[src/common/exec_regs.svh]
// Opcode fields, flag positions, address limits and register offsets of the execution block.
`ifndef EXEC_REGS_SVH
`define EXEC_REGS_SVH

`define OPC_AND_LIT     8'h0b
`define OPC_AND_FILE    6'h05
`define OPC_ADD_CARRY   6'h08
`define OPC_CLR_BIT     4'h9
`define OPC_BRANCH_HI   4'he
`define BRC_CARRY_SET   4'h2
`define BRC_CARRY_CLR   4'h3
`define BRC_NEG_SET     4'h6

`define FLAG_C          0
`define FLAG_DIG        1
`define FLAG_Z          2
`define FLAG_OVF        3
`define FLAG_N          4
`define FLAGS_W         5

`define IDX_LIMIT       8'h5f
`define ACC_SPLIT       8'h60
`define ACC_LO_BANK     4'h0
`define ACC_HI_BANK     4'hf
`define PC_STEP         2
`define BIT_ONE         8'h01

`define REG_CTRL        12'h000
`define REG_BANK        12'h004
`define REG_ACC         12'h008
`define REG_FLAGS       12'h00c
`define REG_PC          12'h010
`define CTRL_EXT_BIT    0
`define RESP_OKAY       2'b00
`define RESP_SLVERR     2'b10

`define RST_ACC         8'h00
`define RST_BANK        4'h0
`define RST_FLAGS       5'h00

`endif

[src/common/exec_pkg.sv]
// Types shared by the execution block files.
`default_nettype none
package exec_pkg;
  typedef enum logic [1:0] {PH_Q1 = 2'b00, PH_Q2 = 2'b01, PH_Q3 = 2'b11, PH_Q4 = 2'b10} phase_t;
  typedef enum logic [2:0] {OP_NONE, OP_AND_LIT, OP_AND_FILE, OP_ADD_CARRY, OP_CLR_BIT, OP_BRANCH} op_t;
endpackage
`default_nettype wire

[src/rtl/branch_unit.sv]
// Condition test and target arithmetic for the conditional relative branches.
`timescale 1ns/1ps
`default_nettype none
`include "exec_regs.svh"
module branch_unit #(
  parameter int PC_W = 21
) (
  input  wire logic [3:0]      condSel,
  input  wire logic            carry,
  input  wire logic            negative,
  input  wire logic [PC_W-1:0] pcNow,
  input  wire logic [7:0]      offset,
  output logic                 taken,
  output logic [PC_W-1:0]      target
);
  always_comb
  begin
    case (condSel)
      `BRC_CARRY_SET: taken = carry;
      `BRC_NEG_SET:   taken = negative;
      `BRC_CARRY_CLR: taken = !carry;
      default:        taken = 1'b0;
    endcase
  end

  // The offset counts instruction words, so it is doubled before the add.
  assign target = pcNow + PC_W'(`PC_STEP) + {{(PC_W-9){offset[7]}}, offset, 1'b0};
endmodule
`default_nettype wire

[src/rtl/and_branch_bitclear_exec.sv]
// Execution block for the AND, bit-clear, add-with-carry and conditional branch instructions.
`timescale 1ns/1ps
`default_nettype none
`include "exec_regs.svh"
module and_branch_bitclear_exec #(
  parameter int PC_W = 21
) (
  input  wire logic        ref_clk,
  input  wire logic        rst_b,
  input  wire logic [15:0] instrWord,
  input  wire logic        instrValid,
  input  wire logic [11:0] idxBase,
  input  wire logic [7:0]  memRdData,
  output logic [11:0]      memAddr,
  output logic             memRdEn,
  output logic             memWrEn,
  output logic [7:0]       memWrData,
  output logic [PC_W-1:0]  pc,
  output logic             branchTaken,
  output exec_pkg::phase_t phase,
  input  wire logic [11:0] s_axi_awaddr,
  input  wire logic        s_axi_awvalid,
  output logic             s_axi_awready,
  input  wire logic [31:0] s_axi_wdata,
  input  wire logic [3:0]  s_axi_wstrb,
  input  wire logic        s_axi_wvalid,
  output logic             s_axi_wready,
  output logic [1:0]       s_axi_bresp,
  output logic             s_axi_bvalid,
  input  wire logic        s_axi_bready,
  input  wire logic [11:0] s_axi_araddr,
  input  wire logic        s_axi_arvalid,
  output logic             s_axi_arready,
  output logic [31:0]      s_axi_rdata,
  output logic [1:0]       s_axi_rresp,
  output logic             s_axi_rvalid,
  input  wire logic        s_axi_rready
);
  logic                  extEnable;
  logic [3:0]            bank;
  logic [7:0]            acc;
  logic [`FLAGS_W-1:0]   flags;
  exec_pkg::op_t         curOp;
  exec_pkg::op_t         next_op;
  logic                  executing;
  logic                  nopCycle;
  logic                  dBit;
  logic [7:0]            litByte;
  logic [2:0]            bitSel;
  logic [3:0]            condSel;
  logic                  commit;
  logic                  accWr;
  logic                  fileWr;
  logic                  flagsWr;
  logic [7:0]            result;
  logic [`FLAGS_W-1:0]   next_flags;
  logic [8:0]            sum9;
  logic [4:0]            sumLo;
  logic                  condTaken;
  logic [PC_W-1:0]       brTarget;
  logic                  awHeld;
  logic                  wHeld;
  logic [11:0]           awAddrQ;
  logic [7:0]            wByteQ;
  logic                  wLane0;
  logic                  doWrite;
  logic                  swWr;

  function automatic exec_pkg::op_t decodeOp(input logic [15:0] w);
    if (w[15:8] == `OPC_AND_LIT)
      decodeOp = exec_pkg::OP_AND_LIT;
    else if (w[15:10] == `OPC_AND_FILE)
      decodeOp = exec_pkg::OP_AND_FILE;
    else if (w[15:10] == `OPC_ADD_CARRY)
      decodeOp = exec_pkg::OP_ADD_CARRY;
    else if (w[15:12] == `OPC_CLR_BIT)
      decodeOp = exec_pkg::OP_CLR_BIT;
    else if (w[15:12] == `OPC_BRANCH_HI && (w[11:8] == `BRC_CARRY_SET ||
             w[11:8] == `BRC_CARRY_CLR || w[11:8] == `BRC_NEG_SET))
      decodeOp = exec_pkg::OP_BRANCH;
    else
      decodeOp = exec_pkg::OP_NONE;
  endfunction

  function automatic logic [11:0] effAddr(input logic [7:0] f, input logic a, input logic ext,
                                          input logic [3:0] bk, input logic [11:0] idx);
    if (a)
      effAddr = {bk, f};
    else if (ext && f <= `IDX_LIMIT)
      effAddr = idx + {4'h0, f};
    else if (f < `ACC_SPLIT)
      effAddr = {`ACC_LO_BANK, f};
    else
      effAddr = {`ACC_HI_BANK, f};
  endfunction

  function automatic logic readsFile(input exec_pkg::op_t op);
    readsFile = (op == exec_pkg::OP_AND_FILE) || (op == exec_pkg::OP_ADD_CARRY) ||
                (op == exec_pkg::OP_CLR_BIT);
  endfunction

  // The instruction cycle runs Q1 to Q4 on four consecutive clocks.
  always_ff @(posedge ref_clk or negedge rst_b)
  begin
    if (!rst_b)
      phase <= exec_pkg::PH_Q1;
    else
      case (phase)
        exec_pkg::PH_Q1: phase <= exec_pkg::PH_Q2;
        exec_pkg::PH_Q2: phase <= exec_pkg::PH_Q3;
        exec_pkg::PH_Q3: phase <= exec_pkg::PH_Q4;
        exec_pkg::PH_Q4: phase <= exec_pkg::PH_Q1;
        default:         phase <= exec_pkg::PH_Q1;
      endcase
  end

  assign next_op = (instrValid && !nopCycle) ? decodeOp(instrWord) : exec_pkg::OP_NONE;
  assign commit  = (phase == exec_pkg::PH_Q3) && executing;

  // Decode is latched at the end of Q1; the word must be steady during Q1.
  always_ff @(posedge ref_clk or negedge rst_b)
  begin
    if (!rst_b)
    begin
      curOp     <= exec_pkg::OP_NONE;
      executing <= 1'b0;
      dBit      <= 1'b0;
      litByte   <= 8'h00;
      bitSel    <= 3'h0;
      condSel   <= 4'h0;
    end
    else if (phase == exec_pkg::PH_Q1)
    begin
      curOp     <= next_op;
      executing <= instrValid && !nopCycle;
      dBit      <= instrWord[9];
      litByte   <= instrWord[7:0];
      bitSel    <= instrWord[11:9];
      condSel   <= instrWord[11:8];
    end
  end

  // Operand read is issued during Q2 and its data is used during Q3.
  always_ff @(posedge ref_clk or negedge rst_b)
  begin
    if (!rst_b)
    begin
      memRdEn <= 1'b0;
      memAddr <= 12'h000;
    end
    else if (phase == exec_pkg::PH_Q1 && readsFile(next_op))
    begin
      memRdEn <= 1'b1;
      memAddr <= effAddr(instrWord[7:0], instrWord[8], extEnable, bank, idxBase);
    end
    else
      memRdEn <= 1'b0;
  end

  branch_unit #(
    .PC_W (PC_W)
  ) u_branch (
    .condSel  (condSel),
    .carry    (flags[`FLAG_C]),
    .negative (flags[`FLAG_N]),
    .pcNow    (pc),
    .offset   (litByte),
    .taken    (condTaken),
    .target   (brTarget)
  );

  always_comb
  begin
    accWr      = 1'b0;
    fileWr     = 1'b0;
    flagsWr    = 1'b0;
    result     = 8'h00;
    next_flags = flags;
    sum9       = {1'b0, acc} + {1'b0, memRdData} + {8'h00, flags[`FLAG_C]};
    sumLo      = {1'b0, acc[3:0]} + {1'b0, memRdData[3:0]} + {4'h0, flags[`FLAG_C]};
    case (curOp)
      exec_pkg::OP_AND_LIT:
      begin
        result  = acc & litByte;
        accWr   = 1'b1;
        flagsWr = 1'b1;
      end
      exec_pkg::OP_AND_FILE:
      begin
        result  = acc & memRdData;
        accWr   = !dBit;
        fileWr  = dBit;
        flagsWr = 1'b1;
      end
      exec_pkg::OP_ADD_CARRY:
      begin
        result  = sum9[7:0];
        accWr   = !dBit;
        fileWr  = dBit;
        flagsWr = 1'b1;
        next_flags[`FLAG_C]  = sum9[8];
        next_flags[`FLAG_DIG] = sumLo[4];
        next_flags[`FLAG_OVF] = (acc[7] == memRdData[7]) && (sum9[7] != acc[7]);
      end
      exec_pkg::OP_CLR_BIT:
      begin
        result = memRdData & ~(`BIT_ONE << bitSel);
        fileWr = 1'b1;
      end
      default: result = 8'h00;
    endcase
    // Only N and Z follow the result for the AND forms; other bits keep their value.
    next_flags[`FLAG_N] = result[7];
    next_flags[`FLAG_Z] = (result == 8'h00);
  end

  // Results land on the Q3-to-Q4 edge so they are visible throughout Q4.
  always_ff @(posedge ref_clk or negedge rst_b)
  begin
    if (!rst_b)
      acc <= `RST_ACC;
    else if (commit && accWr)
      acc <= result;
    else if (swWr && awAddrQ == `REG_ACC)
      acc <= wByteQ;
  end

  always_ff @(posedge ref_clk or negedge rst_b)
  begin
    if (!rst_b)
      flags <= `RST_FLAGS;
    else if (commit && flagsWr)
      flags <= next_flags;
    else if (swWr && awAddrQ == `REG_FLAGS)
      flags <= wByteQ[`FLAGS_W-1:0];
  end

  always_ff @(posedge ref_clk or negedge rst_b)
  begin
    if (!rst_b)
    begin
      memWrEn   <= 1'b0;
      memWrData <= 8'h00;
    end
    else
    begin
      memWrEn <= commit && fileWr;
      if (commit && fileWr)
        memWrData <= result;
    end
  end

  always_ff @(posedge ref_clk or negedge rst_b)
  begin
    if (!rst_b)
    begin
      pc          <= '0;
      branchTaken <= 1'b0;
      nopCycle    <= 1'b0;
    end
    else
    begin
      branchTaken <= commit && curOp == exec_pkg::OP_BRANCH && condTaken;
      if (commit && curOp == exec_pkg::OP_BRANCH && condTaken)
      begin
        pc       <= brTarget;
        nopCycle <= 1'b1;
      end
      else if (commit)
        pc <= pc + PC_W'(`PC_STEP);
      else if (phase == exec_pkg::PH_Q1)
        nopCycle <= 1'b0;
    end
  end

  // Software writes wait out the Q3 cycle so they never collide with a result.
  assign doWrite = awHeld && wHeld && !s_axi_bvalid && phase != exec_pkg::PH_Q3;
  assign swWr    = doWrite && wLane0;

  always_ff @(posedge ref_clk or negedge rst_b)
  begin
    if (!rst_b)
    begin
      s_axi_awready <= 1'b0;
      s_axi_wready  <= 1'b0;
      awHeld        <= 1'b0;
      wHeld         <= 1'b0;
      awAddrQ       <= 12'h000;
      wByteQ        <= 8'h00;
      wLane0        <= 1'b0;
      s_axi_bvalid  <= 1'b0;
      s_axi_bresp   <= `RESP_OKAY;
    end
    else
    begin
      if (s_axi_awvalid && s_axi_awready)
      begin
        s_axi_awready <= 1'b0;
        awHeld        <= 1'b1;
        awAddrQ       <= s_axi_awaddr;
      end
      else if (!awHeld && !s_axi_bvalid)
        s_axi_awready <= 1'b1;
      if (s_axi_wvalid && s_axi_wready)
      begin
        s_axi_wready <= 1'b0;
        wHeld        <= 1'b1;
        wByteQ       <= s_axi_wdata[7:0];
        wLane0       <= s_axi_wstrb[0];
      end
      else if (!wHeld && !s_axi_bvalid)
        s_axi_wready <= 1'b1;
      if (doWrite)
      begin
        awHeld       <= 1'b0;
        wHeld        <= 1'b0;
        s_axi_bvalid <= 1'b1;
        s_axi_bresp  <= (awAddrQ == `REG_CTRL || awAddrQ == `REG_BANK || awAddrQ == `REG_ACC ||
                         awAddrQ == `REG_FLAGS || awAddrQ == `REG_PC) ? `RESP_OKAY : `RESP_SLVERR;
      end
      else if (s_axi_bvalid && s_axi_bready)
        s_axi_bvalid <= 1'b0;
    end
  end

  always_ff @(posedge ref_clk or negedge rst_b)
  begin
    if (!rst_b)
    begin
      extEnable <= 1'b0;
      bank      <= `RST_BANK;
    end
    else if (swWr && awAddrQ == `REG_CTRL)
      extEnable <= wByteQ[`CTRL_EXT_BIT];
    else if (swWr && awAddrQ == `REG_BANK)
      bank <= wByteQ[3:0];
  end

  always_ff @(posedge ref_clk or negedge rst_b)
  begin
    if (!rst_b)
    begin
      s_axi_arready <= 1'b0;
      s_axi_rvalid  <= 1'b0;
      s_axi_rdata   <= 32'h0000_0000;
      s_axi_rresp   <= `RESP_OKAY;
    end
    else if (s_axi_arvalid && s_axi_arready)
    begin
      s_axi_arready <= 1'b0;
      s_axi_rvalid  <= 1'b1;
      s_axi_rresp   <= `RESP_OKAY;
      case (s_axi_araddr)
        `REG_CTRL:  s_axi_rdata <= 32'(extEnable);
        `REG_BANK:  s_axi_rdata <= 32'(bank);
        `REG_ACC:   s_axi_rdata <= 32'(acc);
        `REG_FLAGS: s_axi_rdata <= 32'(flags);
        `REG_PC:    s_axi_rdata <= 32'(pc);
        default:
        begin
          s_axi_rdata <= 32'h0000_0000;
          s_axi_rresp <= `RESP_SLVERR;
        end
      endcase
    end
    else if (s_axi_rvalid && s_axi_rready)
      s_axi_rvalid <= 1'b0;
    else if (!s_axi_rvalid)
      s_axi_arready <= 1'b1;
  end
endmodule
`default_nettype wire

[config.mk]
export PLATFORM = sky130hd
export DESIGN_NAME = and_branch_bitclear_exec
export DESIGN_NICKNAME = d
export VERILOG_FILES = /design/src/common/exec_pkg.sv /design/src/rtl/branch_unit.sv /design/src/rtl/and_branch_bitclear_exec.sv
export VERILOG_INCLUDE_DIRS = /design/src /design/src/common
export SDC_FILE = /design/constraint.sdc
export NUM_CORES = 1
export LEC_CHECK = 0
export BUFFER_PORTS_ARGS = -buffer_cell sky130_fd_sc_hd__buf_4
export CORE_MARGIN = 1.5
export CORE_UTILIZATION = 59
export DETAILED_ROUTE_END_ITERATION = 16
export GPL_TIMING_DRIVEN = 1
export PLACE_DENSITY = 0.9
export SLEW_MARGIN = 20
export SYNTH_ARGS = -nofsm -noshare
export SYNTH_HDL_FRONTEND = slang
export SYNTH_SLANG_ARGS = --single-unit
[constraint.sdc]
create_clock -name ref_clk -period 7.23 [get_ports ref_clk]
set_input_delay 0.723 -clock ref_clk [delete_from_list [all_inputs] [get_ports ref_clk]]
set_output_delay 0.723 -clock ref_clk [all_outputs]
set_load 0.01 [all_outputs]
Yosys cells after proc, flatten, opt, wreduce, memory -nomap -nowiden
Cells that the tools add are included.

operators by class
  add/sub/neg operators = 7
  order comparisons = 2
  eq/ne operators = 37
  shift operators = 1
  muxes and demuxes = 45
  bitwise logic cells = 5
  reduce and logical (&&, ||, !) cells = 61

operators by type and width
  cell                   count
  $pmux 21 s5            1
  $eq 12x4->1 const B    4
  $mux 21                2
  $mux 12                3
  $pmux 8 s4             1
  $logic_and 1x1->1      26
  $and 8x8->8            3
  $eq 12x3->1 const B    2
  $eq 12x5->1 const B    2
  $logic_not 12->1       2
  $add 21x2->21 const B  1
  $add 21x21->21         1
  $mux 1                 21
  $reduce_bool 2->1      10
  $mux 3                 6
  $eq 4x2->1 const B     4
  $mux 8                 2
  $add 12x8->12          1
  $eq 3x2->1 const B     4
  $mux 5                 2
  $add 8x8->9            1
  $add 9x1->9            1
  $eq 3x3->1 const B     3
  $eq 4x3->1 const B     2
  other kinds (30)       53

word-level totals
  bits in registers = 149
  input port bits = 104
  output and inout port bits = 87
  logic and storage cells = 190

Depth between registers and ports, before layout
Gate-level depths: netlist of the first run.

  depth in word-level cells = 15
  depth in mapped cells = 17
  gate-level depth less buffers = 17

Modules after synthesis
Synthesis of the first run repeated with hierarchy kept, for this count alone.

second synthesis, totals
  cell total of the unflattened synthesis = 952
  area, all modules = 8575.7 sq um

modules (own cells, without submodules)
  module                    instances  cells each  area an instance (sq um)  sequential area each (sq um)
  and_branch_bitclear_exec  1          776         7267.0                    3303.2
  branch_unit               1          176         1308.8                    0.0

Worst setup path before layout of the first run
Ideal clock, no wire load.

  path kind = register to register
  from = reg pc[1]
  to = reg pc[20]
  library setup time = 0.079 ns
  data arrival time = 3.781 ns
  required time = 7.151 ns
  setup slack = 3.370 ns
  cell stages (with the launch flop) = 18
  cells stage by stage = dfrtp_1 -> ha_1 -> and3_1 -> nand3_1 -> nor2_1 -> nand3_1 -> xnor2_1 -> ha_1 -> a211o_1 -> or3_1 -> a41o_1 -> o21ai_2 -> a21oi_1 -> o31a_1 -> o21a_1 -> nor3_2 -> mux2i_1 -> xor2_1

on the way
  cells in the longest elaborated chain, start to end = 3
  elaborated cells between the ends (all ways) = 4
  classes of those cells = 2 x add/sub; 2 x mux

ends and longest elaborated chain
  element                                    RTL line                                            text
  start: declaration                         and_branch_bitclear_exec.sv:18                      output logic [PC_W-1:0] pc,
  start signal: assignment                   and_branch_bitclear_exec.sv:266                     pc <= brTarget;
  start signal: assignment                   and_branch_bitclear_exec.sv:270                     pc <= pc + PC_W'(`PC_STEP);
  $add 21x2->21 *                            branch_unit.sv:27, and_branch_bitclear_exec.sv:270
  $add 21x21->21 or $mux 21 (tied branches)  branch_unit.sv:27, and_branch_bitclear_exec.sv:269
  $mux 21 *                                  and_branch_bitclear_exec.sv:264                     if (commit && curOp == exec_pkg::OP_BRANCH && condTaken)

Every way passes the cells marked *; elsewhere a longest branch is shown, timed or not. The select of a mux whose other input is x is not followed.
A chain may end at the register's enable or synchronous reset.

Worst setup path in the final report of the first run
Same ends and word-level chain as after synthesis.

==> results of run 1 <==
==> cell usage after synthesis (3+ instances only) <==
cell type,n
a211o_1,4
a222oi_1,4
mux2_2,26
and3_1,11
dfrtp_1,131
a31oi_1,11
a41o_1,3
buf_4,14
a21oi_1,59
a21boi_0,9
a21o_1,12
inv_1,35
nand3b_1,4
or2_2,3
nor2_1,67
buf_2,3
nand3_1,25
a22o_1,3
nor3b_1,9
nand2b_1,6
nor4b_1,4
fa_1,4
o31ai_1,5
a211oi_1,6
nor4_1,5
nor3_1,15
o21ai_0,85
o21a_1,8
ha_1,39
a221o_1,4
nor2b_1,14
a22oi_1,19
nand2_1,130
xnor2_1,25
clkbuf_1,30
o2111ai_1,3
mux2i_1,6
xor2_1,19
a221oi_1,5
nand4_1,5
==> metrics by stage <==
stage                     area [um^2]  worst slack (ns)
after detailed placement         9170              2.92
after global routing             9840              2.60
after global placement           9170              2.99
after floorplan                  8020              3.37
after CTS                        9830              2.90
final                            9840              2.87
==> cell type report <==
| cell class | count | area share (%) |
|---|---|---|
| well taps | 176 | 2.24 |
| flip-flops and latches | 131 | 33.3 |
| repair buffers | 155 | 11.8 |
| clock buffers | 18 | 4.36 |
| clock inverters | 14 | 2.30 |
| inverters | 36 | 1.37 |
| multi-input cells | 694 | 44.6 |
==> sequential cells by signal (all words and copies together), names as in the netlist, 2 cells and up <==
name and count:
awAddrQ 12, curOp 3, acc 8, memAddr 12, flags 5, wByteQ 8, phase 2, s_axi_rdata 21
bitSel 3, memWrData 8, bank 4, litByte 8, pc 20
==> metal layers <==
layer | routed length [um] | global-route usage [%] | up-vias | share of wire (%)
met5 | 0 | 0 | - | 0
met4 | 731 | 13.2 | 0 | 3.3
met3 | 1780 | 6.70 | 76 | 8.1
met2 | 10500 | 52.5 | 401 | 48
met1 | 8900 | 39.9 | 3517 | 41
li1 | - | - | 3447 | -
==> worst max path at each step <==
stage                     cells after the start  slack (ns)               from                 end
final                                        17        2.87  pc[1]$_DFFE_PN0P_  pc[20]$_DFFE_PN0P_
after global routing                         17        2.60  pc[1]$_DFFE_PN0P_  pc[20]$_DFFE_PN0P_
after CTS                                    17        2.90  pc[1]$_DFFE_PN0P_  pc[20]$_DFFE_PN0P_
after detailed placement                     17        2.92  pc[1]$_DFFE_PN0P_  pc[20]$_DFFE_PN0P_
after global placement                       17        2.99  pc[1]$_DFFE_PN0P_  pc[20]$_DFFE_PN0P_
after floorplan                              17        3.37  pc[1]$_DFFE_PN0P_  pc[20]$_DFFE_PN0P_
==> cell families (layout without fill, tap and decap cells) <==
group | count (synthesis) | in the layout | synth area share [%]
mux | 32 | 32 | 4.43
flops | 131 | 131 | 41.1
other cells | 1 | 14 | 0.0470
xor+xnor | 44 | 44 | 4.83
compound gates | 253 | 253 | 19.8
fa+ha+maj | 43 | 43 | 7.12
buf+inv | 85 | 223 | 4.71
simple gates | 308 | 308 | 18.0
==> power by group <==
part / internal (mW) / total, mW / leakage (nW) / switching (mW)
Combinational: 0.275 / 0.550 / 2.74 / 0.275
Clock: 0.617 / 0.963 / 0.312 / 0.346
Sequential: 0.849 / 0.979 / 1.62 / 0.131
==> worst register-to-register path, stage by stage (launching register included) <==
cell and delay (ns):
dfrtp_1 0.49, ha_1 0.27, and3_1 0.21, nand3_1 0.24
nor2_1 0.22, nand3_1 0.11, xnor2_1 0.23, ha_1 0.33
a211o_1 0.33, or3_1 0.31, a41o_1 0.24, o21ai_2 0.16
a21oi_1 0.09, o31a_1 0.31, o21a_1 0.19, nor3_2 0.19
mux2i_1 0.24, xor2_1 0.16
==> results.json, run 1 <==
{
  "utilization_pct": 74.6,
  "hold_class": "input pin to asynchronous set/reset pin",
  "crit_family": "compound AO/OA/AOI/OAI gates",
  "antenna_found_initial": 0,
  "synth_edf_count": 0,
  "first_pass_iters": 6,
  "ys_async_sr_fraction_pct": 100,
  "syn_avg_cell_area_um2": 8.89,
  "syn-cell-area_um2": 7970,
  "wl_per_cell_um": 17.9,
  "dp_cells": 1192,
  "start_kind": "flip-flop",
  "timing.slew.headroom_pct": 33.0,
  "final_common_cell": "buf_4",
  "fin_setup_tns_ns": 0,
  "fp.dieW_um": 119,
  "cts_root_buf": "clkbuf_16",
  "drt_iter0_drc": 677,
  "clk_latency_ns": 0.43,
  "cts_tree": "yes",
  "end_kind": "flip-flop",
  "fmax_mhz": 230,
  "grt_first_pass_wirelength_um": 35200,
  "drc": 0,
  "timing.rr.end": "pc[20]$_DFFE_PN0P_",
  "layout.nets": 1182,
  "critPathMaxStageDelay_ns": 0.49,
  "htreeDepth": 4,
  "drive_gt1_share_pct": 21.4,
  "coreArea_um2": 13200,
  "cts.clk_slew.worst_paths_ns": 0.06,
  "track_usage_pct": 31.5,
  "ant_nets": 0,
  "ys_seq_area_share_pct": 41.1,
  "vias": 7441,
  "routed_wl_um": 21900,
  "tightest_slew_ns": 1.00,
  "ctsLongestPathBuffers": 2,
  "io_pins": 191,
  "worst-path-max-fanout": 7,
  "hold_violations": 0,
  "synth_top_cell_by_area": "dfrtp_1",
  "viasPerCell": 6.08,
  "portBuffers": 149,
  "synth-main-ff-cell": "dfrtp_1",
  "criticalPathCategory": "flip-flop to flip-flop",
  "grt_max_degree": 48,
  "numCtsBuffers": 17,
  "critPathArrivalTime_ns": 4.71,
  "area_growth_pct": 23.4,
  "ys_ff_latch": 131,
  "most-common-layout-cells": "155 x buf_4, 131 x dfrtp_1, 130 x nand2_1",
  "regToRegStartpoint": "pc[1]$_DFFE_PN0P_",
  "die_h_um": 119,
  "grt_overflow": 0,
  "regArea_um2": 3280,
  "grt_pass1_vias": 7077,
  "leakagePower_nw": 4.67,
  "reg2reg_slack_ns": 2.87,
  "status": "completed",
  "cp.required_ns": 7.58,
  "cts_hold_buffers": 0,
  "yosysUniqueCellTypes": 62,
  "finalSetupViolations": 0,
  "synth_area_leaders": "dfrtp_1 41%, ha_1 6.1%, nand2_1 6.1%, o21ai_0 5.3%, a21oi_1 3.7%",
  "skew_ns": 0.00655,
  "rr_worst_depth": 17,
  "diodes": 0,
  "grt_setup_unrepaired": "no",
  "dp_hpwl_um": 15500,
  "synth_top_area_share_pct": 41.1,
  "ir_drop_uv": 258,
  "die_area_um2": 14200,
  "post-cts-setup-buffer-count": 0,
  "fin_crit_ns": 4.36,
  "power_mw": 2.49,
  "start_util_pct": 60.4,
  "multi_input_area_um2": 4380,
  "drv_slew": 0,
  "clock_sinks": 131,
  "holdWs_ns": 0.278,
  "final_cells": 1224,
  "path_cells": "ha_1 > and3_1 > nand3_1 > nor2_1 > nand3_1 > xnor2_1 > ha_1 > a211o_1 > or3_1 > a41o_1 > o21ai_2 > a21oi_1 > o31a_1 > o21a_1 > nor3_2 > mux2i_1 > xor2_1",
  "timing.critical_path.buf_inv": 0,
  "core.rowCount": 42,
  "drv_cap": 0,
  "cts_resized": 0,
  "post-route-period-util_pct": 60.2,
  "cp_slowest_cell": "dfrtp_1",
  "num-fill-cells": 919,
  "synthCells": 897,
  "power.density_cell_area_nw_per_um2": 253,
  "place.gp.congestion": 0.959,
  "yosys_warnings": 0
}
No activity file was read; power rests on OpenSTA's default activity.
==> run 2: changes to the inputs <==
--- a/config.mk
+++ b/config.mk
@@ -8,10 +8,10 @@
 export LEC_CHECK = 0
 export BUFFER_PORTS_ARGS = -buffer_cell sky130_fd_sc_hd__buf_4
 export CORE_MARGIN = 1.5
-export CORE_UTILIZATION = 59
+export CORE_UTILIZATION = 55
 export DETAILED_ROUTE_END_ITERATION = 16
 export GPL_TIMING_DRIVEN = 1
-export PLACE_DENSITY = 0.9
+export PLACE_DENSITY = 0.85
 export SLEW_MARGIN = 20
 export SYNTH_ARGS = -nofsm -noshare
 export SYNTH_HDL_FRONTEND = slang
==> constraint.sdc (replaced) <==
create_clock -name ref_clk -period 4.05 [get_ports ref_clk]
set_input_delay 0.405 -clock ref_clk [delete_from_list [all_inputs] [get_ports ref_clk]]
set_output_delay 0.405 -clock ref_clk [all_outputs]
set_load 0.01 [all_outputs]
==> results.json, run 2 (synthesis results as in run 1) <==
{
  "post-route-period-util_pct": 96.1,
  "diodes": 0,
  "cts_tree": "yes",
  "dp_hpwl_um": 15700,
  "drive_gt1_share_pct": 22.9,
  "end_kind": "flip-flop",
  "htreeDepth": 4,
  "fmax_mhz": 257,
  "num-fill-cells": 1067,
  "grt_max_degree": 112,
  "wl_per_cell_um": 17.8,
  "path_common_cell": "ha_1",
  "place.gp.congestion": 0.928,
  "most-common-layout-cells": "167 x buf_4, 131 x dfrtp_1, 130 x nand2_1",
  "io_pins": 191,
  "routed_wl_um": 22100,
  "coreArea_um2": 14000,
  "cts.clk_slew.worst_paths_ns": 0.07,
  "timing.slew.headroom_pct": 19.6,
  "dp_slack_ns": 0.114,
  "grt_overflow": 0,
  "postLayoutSetupSlackWorst_ns": 0.159,
  "ctsLongestPathBuffers": 2,
  "critPathArrivalTime_ns": 4.24,
  "clk_latency_ns": 0.43,
  "fp.dieW_um": 123,
  "layout.nets": 1195,
  "numCtsBuffers": 17,
  "tightest_slew_ns": 1.20,
  "finalSetupViolations": 0,
  "path_cells": "ha_1 > and3_4 > nand3_2 > nor2_2 > nand3_1 > xnor2_2 > ha_1 > a211o_1 > or3_1 > a41o_1 > o21ai_2 > a21oi_1 > o31a_1 > o21a_1 > nor3_2 > mux2i_1 > xor2_1",
  "critPathMaxStageDelay_ns": 0.35,
  "cts_root_buf": "clkbuf_16",
  "grt_pass1_vias": 7221,
  "track_usage_pct": 30.0,
  "cp_slowest_cell": "dfrtp_1",
  "cts_hold_buffers": 0,
  "largest_register_ffs": 21,
  "core.rowCount": 43,
  "power.density_cell_area_nw_per_um2": 436,
  "hold_class": "input pin to asynchronous set/reset pin",
  "regToRegStartpoint": "pc[1]$_DFFE_PN0P_",
  "fin_crit_ns": 3.89,
  "clock_sinks": 131,
  "drc": 0,
  "ant_nets": 0,
  "largest_register": "s_axi_rdata",
  "criticalPathCategory": "flip-flop to flip-flop",
  "route.met2.wl_um": 10300,
  "ir_drop_uv": 582,
  "worst-path-max-fanout": 4,
  "start_util_pct": 56.8,
  "drv_slew": 0,
  "m1WireLength_um": 8950,
  "final_common_cell": "buf_4",
  "reg.largest.list": "s_axi_rdata x21, pc x20",
  "first_pass_iters": 6,
  "start_kind": "flip-flop",
  "wl_met3_um": 2200,
  "portBuffers": 149,
  "top_layer": "met4",
  "grt_first_pass_wirelength_um": 35200,
  "die_area_um2": 15200,
  "vias": 7497,
  "antenna_found_initial": 0,
  "crit_start": "pc[1]$_DFFE_PN0P_",
  "die_h_um": 123,
  "cp.required_ns": 4.40,
  "skew_ns": 0.00855,
  "drv_cap": 0,
  "dp_cells": 1208,
  "viasPerCell": 6.04,
  "leakagePower_nw": 4.72,
  "status": "completed",
  "final_cells": 1241,
  "drt_iter0_drc": 727,
  "area_growth_pct": 24.1,
  "hold_violations": 0
}
run 2: worst max-delay path, delay by kind of cell, from the launching register on:
family,cells,cell delay [ns]
compound gates,6,1.28
xor+xnor,2,0.34
flops,1,0.35
simple gates,6,1.09
fa+ha+maj,2,0.51
mux,1,0.24
run 2: repair_timing:
item                                    CTS  global route
gates resized for setup                   0             6
endpoints found under the setup margin    0             1
buffers inserted                          0             1
run 2: power breakdown:
| part | internal (mW) | switching [mW] | leakage [nW] |
|---|---|---|---|
| sequential | 1.51 | 0.210 | 1.62 |
| clock | 0.874 | 0.672 | 0.288 |
| combinational | 0.519 | 0.523 | 2.81 |
| total | 2.91 | 1.40 | 4.72 |
run 2: layout make-up:
type	count	area, um^2	share of cell area [%]
flip-flops and latches	131	3280	33.1
clock inverters	15	161	1.63
repair buffers	168	1270	12.8
multi-input cells	694	4400	44.5
inverters	36	135	1.37
clock buffers	17	425	4.30
well taps	180	225	2.28
run 2: final timing paths:
kind / end / slack, ns / cells past startpoint
hold / removal: pc[10]$_DFFE_PN0P_ / 0.09 / 1
hold reg to reg: memAddr[5]$_DFFE_PN0P_ / 0.48 / 2
setup / recovery: pc[20]$_DFFE_PN0P_ / 0.16 / 17
max in group asynchronous: memWrData[6]$_DFFE_PN0P_ / 3.13 / 2
setup reg to reg: pc[20]$_DFFE_PN0P_ / 0.16 / 17
min in group ref_clk: s_axi_rvalid$_DFFE_PN0P_ / 0.19 / 2
run 2: per-layer routing:
layer	GRT usage, %	up-vias
met5	0	-
met4	12.0	0
met3	9.50	59
met2	48.1	395
met1	37.8	3561
li1	-	3482
run 2: through the flow:
| step | total power, mW | util (%) | hold WS, ns | TNS [ns] | instance area [um^2] |
|---|---|---|---|---|---|
| after floorplan | 2.33 | - | 0.109 | 0 | 8020 |
| after detailed placement | 2.76 | 66.0 | 0.472 | 0 | 9270 |
| final | 4.31 | 70.5 | 0.0894 | 0 | 9900 |
| after global routing | 4.52 | 70.5 | 0.165 | -0.00939 | 9900 |
| after global placement | 2.71 | 66.0 | 0.463 | 0 | 9270 |
| after CTS | 4.31 | 70.2 | 0.160 | 0 | 9860 |
==> run 3: changes to the inputs <==
--- a/config.mk
+++ b/config.mk
@@ -7,6 +7,7 @@
 export NUM_CORES = 1
 export LEC_CHECK = 0
 export BUFFER_PORTS_ARGS = -buffer_cell sky130_fd_sc_hd__buf_4
+export CORE_ASPECT_RATIO = 0.5
 export CORE_MARGIN = 1.5
 export CORE_UTILIZATION = 55
 export DETAILED_ROUTE_END_ITERATION = 16
==> results.json, run 3 (synthesis results as in run 1) <==
{
  "viasPerCell": 5.94,
  "final_common_cell": "buf_4",
  "wl_per_cell_um": 18.0,
  "drv_cap": 0,
  "timing.rr.end": "pc[20]$_DFFE_PN0P_",
  "largest_register_ffs": 21,
  "path_cells": "buf_4 > and3_4 > and3_4 > nand2_2 > nor2_4 > nand3_1 > xnor2_2 > ha_2 > a211o_1 > or3_1 > a41o_1 > o21ai_2 > a21oi_1 > o31a_1 > o21a_1 > nor3_2 > mux2i_1 > xor2_1",
  "timing.critical_path.buf_inv": 1,
  "reg2reg_slack_ns": 0.10,
  "top_layer": "met4",
  "drt_iter0_drc": 654,
  "critPathArrivalTime_ns": 4.30,
  "antenna_found_initial": 0,
  "grt_max_degree": 72,
  "cts_tree": "yes",
  "timing.slew.headroom_pct": 37.7,
  "cp_slowest_cell": "dfrtp_1",
  "regToRegStartpoint": "pc[2]$_DFFE_PN0P_",
  "leakagePower_nw": 4.74,
  "post-route-period-util_pct": 97.5,
  "vias": 7484,
  "die_h_um": 88.1,
  "holdWs_ns": 0.123,
  "rr_worst_depth": 18,
  "io_pins": 191,
  "num-fill-cells": 1031,
  "skew_ns": 0.0113,
  "hold_violations": 0,
  "utilization_pct": 72.2,
  "end_kind": "flip-flop",
  "clk_latency_ns": 0.43,
  "grt_overflow": 0,
  "most-common-layout-cells": "173 x buf_4, 130 x dfrtp_1, 129 x nand2_1",
  "final_cells": 1259,
  "routed_wl_um": 22600,
  "route.met2.wl_um": 10900,
  "cts_root_buf": "clkbuf_16",
  "portBuffers": 149,
  "drc": 0,
  "ctsLongestPathBuffers": 2,
  "start_util_pct": 57.6,
  "crit_family": "compound AO/OA/AOI/OAI gates",
  "fp.dieW_um": 173,
  "area_growth_pct": 25.4,
  "ir_drop_uv": 309,
  "place.gp.congestion": 0.931,
  "hold_class": "input pin to asynchronous set/reset pin",
  "first_pass_iters": 5,
  "htreeDepth": 4,
  "cts.clk_slew.worst_paths_ns": 0.06,
  "numCtsBuffers": 17,
  "worst-path-max-fanout": 5,
  "diodes": 0,
  "drive_gt1_share_pct": 23.9,
  "reg.largest.list": "s_axi_rdata x21, pc x20",
  "path_common_cell": "and3_4",
  "ant_nets": 0,
  "die_area_um2": 15300,
  "grt_first_pass_wirelength_um": 35700,
  "drv_slew": 0,
  "wl_met3_um": 2180,
  "m1WireLength_um": 9140,
  "clock_sinks": 131,
  "dp_cells": 1224,
  "finalSetupViolations": 0,
  "criticalPathCategory": "flip-flop to flip-flop",
  "power_mw": 4.33,
  "grt_pass1_vias": 7120,
  "core.rowCount": 30,
  "coreArea_um2": 13900,
  "critPathMaxStageDelay_ns": 0.41,
  "layout.nets": 1201,
  "tightest_slew_ns": 0.935,
  "largest_register": "s_axi_rdata",
  "status": "completed",
  "fmax_mhz": 253,
  "power.density_cell_area_nw_per_um2": 433,
  "start_kind": "flip-flop",
  "fin_crit_ns": 3.95,
  "cp.required_ns": 4.40,
  "track_usage_pct": 30.0,
  "dp_hpwl_um": 16600
}
## run 3: cell types whose count changed in the layout (fill, tap and decap cells not counted), moves of 2 or more
cell        delta
and3_4         +2
clkinv_4       -2
buf_4          +6
and3_1         -2
clkinvlp_4     +2
## run 3: per-stage QoR
step / area [um^2] / setup TNS (ns) / worst slack (ns)
2_1_floorplan: 8020 / 0 / 0.190
3_3_place_gp: 9310 / 0 / 0.226
3_5_place_dp: 9310 / 0 / 0.0689
4_1_cts: 9900 / 0 / 0.00964
5_1_grt: 10000 / -0.0523 / -0.0523
6_report: 10000 / 0 / 0.100
## run 3: final cells by class
type	count	area, um^2	area share (%)
inverter	36	135	1.35
timing repair buffer	174	1310	13.1
clock buffer	17	425	4.26
tap	192	240	2.40
clock inverter	15	164	1.64
sequential	131	3280	32.8
multi-input combinational	694	4440	44.4
## run 3: repair_timing
item | CTS | global route
endpoints found under the setup margin | 0 | 1
hold buffers | 0 | 0
gates resized for setup | 0 | 16
setup buffers | 0 | 3
## run 3: worst max-delay path by stage
stage                      start  slack, ns            endpoint  cells past startpoint
2_1_floorplan  pc[1]$_DFFE_PN0P_       0.19  pc[20]$_DFFE_PN0P_                     17
3_3_place_gp   pc[1]$_DFFE_PN0P_       0.23  pc[20]$_DFFE_PN0P_                     17
3_5_place_dp   pc[2]$_DFFE_PN0P_       0.07  pc[20]$_DFFE_PN0P_                     17
4_1_cts        pc[2]$_DFFE_PN0P_       0.01  pc[20]$_DFFE_PN0P_                     17
5_1_grt        pc[2]$_DFFE_PN0P_      -0.05  pc[20]$_DFFE_PN0P_                     17
6_report       pc[2]$_DFFE_PN0P_       0.10  pc[20]$_DFFE_PN0P_                     18
## run 3: layer usage
layer	global-route usage (%)	vias up
li1	-	3492
met4	11.2	0
met1	37.5	3592
met2	51.0	360
met5	0	-
met3	7.99	40
## run 3: power breakdown
part,switching (mW),total [mW],internal [mW]
Clock,0.682,1.56,0.874
Sequential,0.210,1.73,1.52
Combinational,0.517,1.05,0.528
## run 3: worst register-to-register path, delay by kind of cell (launching register included)
kind | cells | cell delay, ns
XOR/XNOR | 2 | 0.35
flip-flops | 1 | 0.41
buffers and inverters | 1 | 0.17
multiplexers | 1 | 0.23
AND/OR/NAND/NOR | 7 | 1.19
AO/OA/AOI/OAI | 6 | 1.31
adder cells (fa/ha/maj) | 1 | 0.21
